==> config.mk <==
export PLATFORM = sky130hd
export DESIGN_NAME = pitc_regs
export DESIGN_NICKNAME = d
export VERILOG_FILES = /design/src/hw/pitc_pkg.sv /design/src/hw/pitc_regs.sv
export SDC_FILE = /design/constraint.sdc
export NUM_CORES = 1
export LEC_CHECK = 0
export BUFFER_PORTS_ARGS = -buffer_cell sky130_fd_sc_hd__buf_2
export CAP_MARGIN = 20
export CORE_ASPECT_RATIO = 0.75
export CORE_MARGIN = 1.5
export CORE_UTILIZATION = 35
export DETAILED_ROUTE_END_ITERATION = 12
export GPL_ROUTABILITY_DRIVEN = 0
export GPL_TIMING_DRIVEN = 0
export PLACE_DENSITY_LB_ADDON = 0.05
export SLEW_MARGIN = 20
export SYNTH_ARGS = -nofsm -noshare
export SYNTH_HDL_FRONTEND = slang
export SYNTH_SLANG_ARGS = --single-unit
==> constraint.sdc <==
create_clock -name clk_sys -period 2.73 [get_ports clk_sys]
set_clock_uncertainty 0.15 [all_clocks]
set_input_delay 0.273 -clock clk_sys [delete_from_list [all_inputs] [get_ports clk_sys]]
set_output_delay 0.273 -clock clk_sys [all_outputs]
set_load 0.05 [all_outputs]
==> src/hw/pitc_pkg.sv <==
// Purpose: shared constants and types for the initiator timeout and config register bank
// Assumes: AHB-Lite register access, 32-bit data, one aligned word per register
// Notes:   offsets are byte addresses within the block window
package pitc_pkg;

  // ---------------------------------------------------------------------------
  // register map
  // ---------------------------------------------------------------------------
  localparam logic [15:0] PITC_OFF_CAP_PTR   = 16'hd034;
  localparam logic [15:0] PITC_OFF_CFG2      = 16'hd03c;
  localparam logic [15:0] PITC_OFF_TO_LIMITS = 16'hd040;
  localparam logic [15:0] PITC_OFF_TO_STATUS = 16'hd080;
  localparam logic [15:0] PITC_OFF_TO_MASK   = 16'hd084;

  // ---------------------------------------------------------------------------
  // fixed and reset values
  // ---------------------------------------------------------------------------
  localparam logic [7:0] PITC_CAP_LIST_OFFSET = 8'hdc;
  localparam logic [7:0] PITC_RST_MAX_LATENCY = 8'h0a;
  localparam logic [7:0] PITC_RST_MIN_GRANT   = 8'h02;
  localparam logic [7:0] PITC_RST_IRQ_PIN     = 8'h01;
  localparam logic [7:0] PITC_RST_IRQ_LINE    = 8'h00;
  localparam logic [7:0] PITC_RST_RETRY_LIM   = 8'h80;
  localparam logic [7:0] PITC_RST_TRDY_LIM    = 8'h80;
  localparam logic [7:0] PITC_IRQ_PIN_MAX     = 8'h04;

  // ---------------------------------------------------------------------------
  // field positions
  // ---------------------------------------------------------------------------
  localparam int PITC_BIT_RETRY_TO = 0;
  localparam int PITC_BIT_TRDY_TO  = 1;

  // ---------------------------------------------------------------------------
  // carriers
  // ---------------------------------------------------------------------------
  typedef struct packed {
    logic [7:0] max_latency_field;
    logic [7:0] min_grant_field;
    logic [7:0] irq_pin_select;
    logic [7:0] irq_line_scratch;
  } pitc_cfg2_t;

  typedef struct packed {
    logic       valid;
    logic [7:0] max_latency_field;
    logic [7:0] min_grant_field;
    logic [7:0] irq_pin_select;
  } pitc_eeprom_load_t;

  // initiator-side events from the pci bus engine
  typedef struct packed {
    logic txn_start;
    logic phase_start;
    logic retry_term;
    logic trdy_wait;
    logic trdy_seen;
  } pitc_init_evt_t;

endpackage : pitc_pkg

==> src/hw/pitc_regs.sv <==
// Purpose: initiator timeout counters plus config-mirror registers on AHB-Lite
// Assumes: one clock; pci engine events are synchronous single-cycle pulses or levels
// Notes:   zero-wait-state slave, always OKAY
//
// What this block does
// capability pointer reads fixed 0xdc, read-only
// add-in-card mode hides all these registers
// max latency resets to 0x0a
// min grant resets to 0x02
// interrupt pin resets to 1, codes 0-4
// latency, grant, pin read-only, eeprom loadable
// interrupt line plain read-write, reset zero
// retries beyond limit end transaction with error
// zero retry limit disables retry timeout
// target ready wait bounded by limit clocks
// zero wait limit disables that timeout
// target ready timeout sets sticky bit 1
// retry timeout sets sticky bit 0
// bit 1 mask enables target-ready interrupt
// bit 0 mask enables retry interrupt
// counters restart per transaction and phase
//
// Design decision made here: the AHB-Lite register port.
module pitc_regs
  import pitc_pkg::*;
#(
  parameter int CNT_W = 8
)
(
  input  wire logic              clk_sys,
  input  wire logic              rst_n,
  input  wire logic              hsel,
  input  wire logic [31:0]       haddr,
  input  wire logic [1:0]        htrans,
  input  wire logic              hwrite,
  input  wire logic [2:0]        hsize,
  input  wire logic [31:0]       hwdata,
  input  wire logic              hready,
  output logic      [31:0]       hrdata,
  output logic                   hreadyout,
  output logic                   hresp,
  input  wire logic              add_in_card_mode,
  input  wire pitc_eeprom_load_t eeprom_load,
  input  wire pitc_init_evt_t    init_evt,
  output logic                   retry_abort,
  output logic                   trdy_abort,
  output logic                   irq
);

  // ---------------------------------------------------------------------------
  // bus address phase capture
  // ---------------------------------------------------------------------------
  logic        ap_valid;
  logic        ap_write;
  logic [15:0] ap_addr;
  logic        wr_en;
  logic        rd_en;

  always_ff @(posedge clk_sys or negedge rst_n)
  begin
    if (!rst_n)
    begin
      ap_valid <= 1'b0;
      ap_write <= 1'b0;
      ap_addr  <= 16'h0000;
    end
    else if (hready)
    begin
      ap_valid <= hsel && htrans[1];
      ap_write <= hwrite;
      ap_addr  <= haddr[15:0];
    end
  end

  // writes land in the data phase; reads are decoded in the address phase
  assign wr_en     = ap_valid && ap_write && !add_in_card_mode;
  assign rd_en     = hsel && htrans[1] && !hwrite && hready;
  assign hreadyout = 1'b1;
  assign hresp     = 1'b0;

  // ---------------------------------------------------------------------------
  // configuration mirror
  // ---------------------------------------------------------------------------
  logic [7:0] max_latency_field;
  logic [7:0] min_grant_field;
  logic [7:0] irq_pin_select;
  logic [7:0] irq_line_scratch;
  pitc_cfg2_t cfg2;

  // one driver for the whole carrier; the fields live in separate flops
  assign cfg2 = {max_latency_field, min_grant_field, irq_pin_select, irq_line_scratch};

  always_ff @(posedge clk_sys or negedge rst_n)
  begin
    if (!rst_n)
    begin
      max_latency_field <= PITC_RST_MAX_LATENCY;
      min_grant_field   <= PITC_RST_MIN_GRANT;
      irq_pin_select    <= PITC_RST_IRQ_PIN;
    end
    else if (eeprom_load.valid)
    begin
      max_latency_field <= eeprom_load.max_latency_field;
      min_grant_field   <= eeprom_load.min_grant_field;
      // reserved pin codes are refused, keeping the previous selection
      if (eeprom_load.irq_pin_select <= PITC_IRQ_PIN_MAX)
      begin
        irq_pin_select <= eeprom_load.irq_pin_select;
      end
    end
  end

  always_ff @(posedge clk_sys or negedge rst_n)
  begin
    if (!rst_n)
    begin
      irq_line_scratch <= PITC_RST_IRQ_LINE;
    end
    else if (wr_en && ap_addr == PITC_OFF_CFG2)
    begin
      irq_line_scratch <= hwdata[7:0];
    end
  end

  // ---------------------------------------------------------------------------
  // timeout limits
  // ---------------------------------------------------------------------------
  logic [7:0] retry_limit;
  logic [7:0] target_ready_wait_limit;

  always_ff @(posedge clk_sys or negedge rst_n)
  begin
    if (!rst_n)
    begin
      retry_limit             <= PITC_RST_RETRY_LIM;
      target_ready_wait_limit <= PITC_RST_TRDY_LIM;
    end
    else if (wr_en && ap_addr == PITC_OFF_TO_LIMITS)
    begin
      retry_limit             <= hwdata[15:8];
      target_ready_wait_limit <= hwdata[7:0];
    end
  end

  // ---------------------------------------------------------------------------
  // retry counter
  // ---------------------------------------------------------------------------
  logic [CNT_W:0] retry_cnt;
  logic           retry_to_evt;

  always_ff @(posedge clk_sys or negedge rst_n)
  begin
    if (!rst_n)
    begin
      retry_cnt <= '0;
    end
    else if (init_evt.txn_start)
    begin
      retry_cnt <= '0;
    end
    else if (init_evt.retry_term && !retry_cnt[CNT_W])
    begin
      retry_cnt <= retry_cnt + 1'b1;
    end
  end

  // the retry that pushes the count past the limit raises the timeout
  assign retry_to_evt = init_evt.retry_term && !init_evt.txn_start
                        && (retry_limit != 8'h00)
                        && (retry_cnt[CNT_W-1:0] == retry_limit);
  assign retry_abort  = retry_to_evt;

  // ---------------------------------------------------------------------------
  // target ready wait counter
  // ---------------------------------------------------------------------------
  logic [CNT_W:0] trdy_cnt;
  logic           trdy_to_evt;

  always_ff @(posedge clk_sys or negedge rst_n)
  begin
    if (!rst_n)
    begin
      trdy_cnt <= '0;
    end
    else if (init_evt.phase_start || init_evt.trdy_seen)
    begin
      trdy_cnt <= '0;
    end
    else if (init_evt.trdy_wait && !trdy_cnt[CNT_W])
    begin
      trdy_cnt <= trdy_cnt + 1'b1;
    end
  end

  assign trdy_to_evt = init_evt.trdy_wait && !init_evt.phase_start && !init_evt.trdy_seen
                       && (target_ready_wait_limit != 8'h00)
                       && (trdy_cnt[CNT_W-1:0] == target_ready_wait_limit);
  assign trdy_abort  = trdy_to_evt;

  // ---------------------------------------------------------------------------
  // sticky status and mask
  // ---------------------------------------------------------------------------
  logic [1:0] err_flags;
  logic [1:0] irq_en;
  logic [1:0] w1c;

  assign w1c = (wr_en && ap_addr == PITC_OFF_TO_STATUS) ? hwdata[1:0] : 2'h0;

  // set wins over a clear in the same cycle
  always_ff @(posedge clk_sys or negedge rst_n)
  begin
    if (!rst_n)
    begin
      err_flags <= 2'h0;
    end
    else
    begin
      err_flags[PITC_BIT_RETRY_TO] <= retry_to_evt
                                      || (err_flags[PITC_BIT_RETRY_TO]
                                          && !w1c[PITC_BIT_RETRY_TO]);
      err_flags[PITC_BIT_TRDY_TO]  <= trdy_to_evt
                                      || (err_flags[PITC_BIT_TRDY_TO]
                                          && !w1c[PITC_BIT_TRDY_TO]);
    end
  end

  always_ff @(posedge clk_sys or negedge rst_n)
  begin
    if (!rst_n)
    begin
      irq_en <= 2'h0;
    end
    else if (wr_en && ap_addr == PITC_OFF_TO_MASK)
    begin
      irq_en <= hwdata[1:0];
    end
  end

  assign irq = |(err_flags & irq_en);

  // ---------------------------------------------------------------------------
  // read data
  // ---------------------------------------------------------------------------
  logic [31:0] next_rdata;

  always_comb
  begin
    next_rdata = 32'h0000_0000;
    if (!add_in_card_mode)
    begin
      unique case (haddr[15:0])
        PITC_OFF_CAP_PTR:   next_rdata = {24'h000000, PITC_CAP_LIST_OFFSET};
        PITC_OFF_CFG2:      next_rdata = cfg2;
        PITC_OFF_TO_LIMITS: next_rdata = {16'h0000, retry_limit, target_ready_wait_limit};
        PITC_OFF_TO_STATUS: next_rdata = {30'h0, err_flags};
        PITC_OFF_TO_MASK:   next_rdata = {30'h0, irq_en};
        default:            next_rdata = 32'h0000_0000;
      endcase
    end
  end

  always_ff @(posedge clk_sys or negedge rst_n)
  begin
    if (!rst_n)
    begin
      hrdata <= 32'h0000_0000;
    end
    else if (rd_en)
    begin
      hrdata <= next_rdata;
    end
  end
endmodule // pitc_regs
==> metrics.md <==
| Metric | Value |
|---|---|
| Status | `completed` |
| Initial Utilization | `around 36%` |
| Slew Limit Headroom | `55.3%` |
| Kind of critical path | `flop to output pin` |
| Peak supply drop | `~0.00036 V` |
| Final std cells w/o fill | `810` |
| Overall power | `4320 uW` |
| H-tree depth | `4` |
| Antenna cells | `0` |
| Syn avg cell area | `12.9 um^2` |
| EDFF count, synth | `0` |
| Worst EP required | `around 2.3 ns` |
| Type of origin of the critical path | `flop` |
| Post-synthesis cell count | `422` |
| #FFs+latches synth | `between 100 and 150` |
| Final min period | `about 2.6 ns` |
| Row count | `39` |
| Final period util | `between 90 and 100%` |
| Worst Hold Slack | `0.0289 ns` |
| Clk root buf | `clkbuf_16` |
| Sw frac | `23.9%` |
| Hold Path Origin | `haddr[7]` |
| Routed Antenna Nets | `0` |
| Vias in the first global route | `4113` |
| Int Pwr | `3290 uW` |
| Vias per inst | `4.78` |
| Clock-pin transition on the worst setup and hold timing paths | `0.06 ns` |
| Switching power | `1030 uW` |
| R2r startpoint | `ap_addr[11]$_DFFE_PN0P_` |
| Final worst-path setup slack | `0.167 ns` |
| Final setup vio count | `0` |
| Synth cell types | `between 50 and 60` |
| Hold crit path type | `input pin to flop` |
| Port bufs | `100` |
| CTS sink cnt | `120` |
| Core ar. | `15200 um^2` |
| Die ar. | `between 15000 and 20000 um^2` |
| Max Cap Viol | `0` |
| Leak | `around 0.0036 uW` |
| Height of the die | `~110 um` |
| Seq/Total Area, Yosys | `55.3%` |
| Mapped Area | `5440 um^2` |
| Drt pass-1 iters | `4` |
| Die X | `147 um` |
| Final-report max-slew violation count | `0` |
| Synth Flop Type | `dfrtp_1` |
| First-pass GRT wire length | `22400 um` |
| Placed Instances | `between 700 and 800` |
| Flop2flop setup slack | `0.37 ns` |
| Synth warn | `0` |
| Measured slew at the worst slew-check pin | `0.663 ns` |
| Clk_lat worst skew | `around 0.4 ns` |
| Async SR Flop Fraction | `100%` |
| DP HPWL | `9410 um` |
| Setup_tns | `0 ns` |
| Sequential power share | `43.7%` |
| Comb power frac | `7.1%` |
| Largest net degree at the start of global routing | `72` |
| Antenna violations before repair | `0` |
| Share of layout cells above drive strength 1 | `37.4%` |
| Clock Power Share | `between 40 and 50%` |
| P&R area growth vs syn | `34.6%` |
| CP Max Fanout | `6` |
| RSZ-0062 raised after global routing | `false` |
| GRT overflow | `0` |
| Max Fclk | `390 MHz` |
| Initial drt markers | `167` |
| Final Hold Viols | `0` |
| Worst Setup SP | `trdy_cnt[2]$_DFFE_PN0P_` |
| CP endpoint kind | `output pin` |
| Power Dens Cells | `590 nW/um^2` |
| Syn_nets | `529` |
| Via count | `3870` |
| CTS tree | `built` |
| WL final | `approximately 13000 um` |
| Place WS | `0.143 ns` |
| Gr usage total | `17.8%` |
| WP data arrival | `between 2 and 2.5 ns` |
| CTS buffer count | `17` |
| Clock Tree Buf Depth | `2` |
| Residual DRC | `0` |
| Routed len/inst | `16.5 um` |
| Nets | `between 600 and 700` |
| Top Ports | `142` |
==> power groups by stage <==
| stage | clock network [uW] | registers [uW] | logic [uW] |
|---|---|---|---|
| floorplan | 0 | 1910 | 124 |
| global placement | 0 | 1910 | 242 |
| detailed placement | 0 | 1920 | 253 |
| CTS | 2180 | 1890 | 310 |
| global route | 2280 | 1890 | 339 |
| finish | 2130 | 1890 | 305 |
==> synthesized netlist by cell type, types with 3 or more instances <==
| cell type | count | area share [%] |
|---|---|---|
| a211o_1 | 5 | 0.81 |
| a211o_2 | 5 | 0.92 |
| a21oi_1 | 3 | 0.28 |
| a22o_1 | 17 | 2.7 |
| a32oi_1 | 7 | 1.1 |
| and2_1 | 13 | 1.5 |
| and3_1 | 13 | 1.5 |
| and4_1 | 4 | 0.64 |
| buf_12 | 3 | 1.1 |
| buf_4 | 3 | 0.41 |
| clkbuf_1 | 11 | 0.76 |
| dfrtp_1 | 114 | 52 |
| dfstp_2 | 6 | 2.9 |
| inv_1 | 4 | 0.28 |
| mux2_2 | 51 | 11 |
| mux2_4 | 10 | 2.8 |
| mux2i_1 | 4 | 0.74 |
| nand2_1 | 16 | 1.1 |
| nand2b_1 | 7 | 0.81 |
| nand3_1 | 6 | 0.55 |
| nand4_1 | 8 | 0.92 |
| nor2_1 | 23 | 1.6 |
| nor2b_1 | 3 | 0.35 |
| nor3_1 | 5 | 0.46 |
| nor4_1 | 8 | 0.92 |
| o21ai_0 | 11 | 1.0 |
| xnor2_1 | 9 | 1.4 |
| xor2_1 | 19 | 3.1 |
==> placed cells by master, fill, tap and decap left out, types with 3 or more instances in the layout <==
| master | Yosys | routed |
|---|---|---|
| dfrtp_1 | 114 | 114 |
| buf_2 | 0 | 98 |
| mux2_2 | 51 | 51 |
| dlygate4sd3_1 | 0 | 49 |
| nor2_1 | 23 | 23 |
| xor2_1 | 19 | 19 |
| a22o_1 | 17 | 17 |
| clkbuf_16 | 0 | 17 |
| nand2_1 | 16 | 16 |
| and3_1 | 13 | 13 |
| and2_1 | 13 | 13 |
| o21ai_0 | 11 | 11 |
| clkbuf_1 | 11 | 10 |
| mux2_4 | 10 | 10 |
| xnor2_1 | 9 | 9 |
| nor4_1 | 8 | 8 |
| nand4_1 | 8 | 8 |
| nand2b_1 | 7 | 7 |
| a32oi_1 | 7 | 7 |
| nand3_1 | 6 | 6 |
| clkinvlp_4 | 0 | 6 |
| dfstp_2 | 6 | 6 |
| a211o_1 | 5 | 5 |
| a211o_2 | 5 | 5 |
| nor3_1 | 5 | 4 |
| inv_1 | 4 | 4 |
| buf_4 | 3 | 4 |
| buf_6 | 2 | 4 |
| mux2i_1 | 4 | 4 |
| and4_1 | 4 | 4 |
| a21oi_1 | 3 | 3 |
| nor2b_1 | 3 | 3 |
| buf_12 | 3 | 3 |
| clkinv_2 | 0 | 3 |
| inv_6 | 0 | 3 |
==> timing repair <==
item	CTS	global route
setup endpoints to repair	1	13
resized for setup	3	3
endpoints found under the hold margin	103	0
pin swaps	0	2
hold buffers	49	0
buffers inserted	0	1
==> critical path, cell delays in order, from the launching register on <==
cell       delay (ns)
dfrtp_1          0.46
xor2_1           0.18
or4_1            0.57
a2111oi_4        0.30
buf_6            0.22
==> cells by family after synthesis <==
group                    Yosys count  share of synthesized area [%]
other                              2                          0.138
multiplexers                      65                           14.1
flip-flops                       120                           55.3
AND/OR/NAND/NOR                  126                           14.5
AO/OA/AOI/OAI                     55                           7.94
XOR/XNOR                          28                           4.51
buffers and inverters             24                           3.04
adder cells (fa/ha/maj)            2                          0.460
==> final cells by class <==
type,count,area [um^2]
multi-input cells,278,2290
fillers,1426,7900
plain buffers,20,151
clock buffers,18,439
repair buffers,151,1040
flip-flops and latches,120,3010
inverters,4,15.0
clock inverters,14,125
well taps,205,256
==> final timing paths <==
check,end,depth (start not counted)
min reg2reg,hrdata[9]$_DFFE_PN0P_,1
max reg2reg,retry_limit[1]$_DFFE_PN0P_,6
min,ap_addr[7]$_DFFE_PN0P_,2
max,trdy_abort,4
min in group asynchronous,retry_cnt[3]$_DFFE_PN0P_,2
max in group asynchronous,max_latency_field[3]$_DFFE_PN1P_,3
==> through the flow <==
step | cell area (um^2) | utilization [%]
4_1_cts | 7310 | 48.0
5_1_grt | 7320 | 48.1
3_3_place_gp | 6200 | 40.7
6_report | 7320 | 48.1
2_1_floorplan | 5450 | -
3_5_place_dp | 6240 | 41.0
==> registers in the layout, summed over array words and instances (netlist names), 8 cells and up <==
| name | flops |
|---|---|
| ap_addr | 16 |
| hrdata | 32 |
| irq_line_scratch | 8 |
| irq_pin_select | 8 |
| max_latency_field | 8 |
| min_grant_field | 8 |
| retry_cnt | 9 |
| retry_limit | 8 |
| target_ready_wait_limit | 8 |
| trdy_cnt | 9 |
==> per-layer routing <==
metal / track usage, % / vias up / wire length [um]
met5: 0 / - / 0
met2: 27.2 / 63 / 6090
met4: 5.60 / 0 / 138
li1: - / 1885 / -
met1: 25.6 / 1908 / 6810
met3: 3.25 / 14 / 326
No activity file was read; power rests on OpenSTA's default activity.
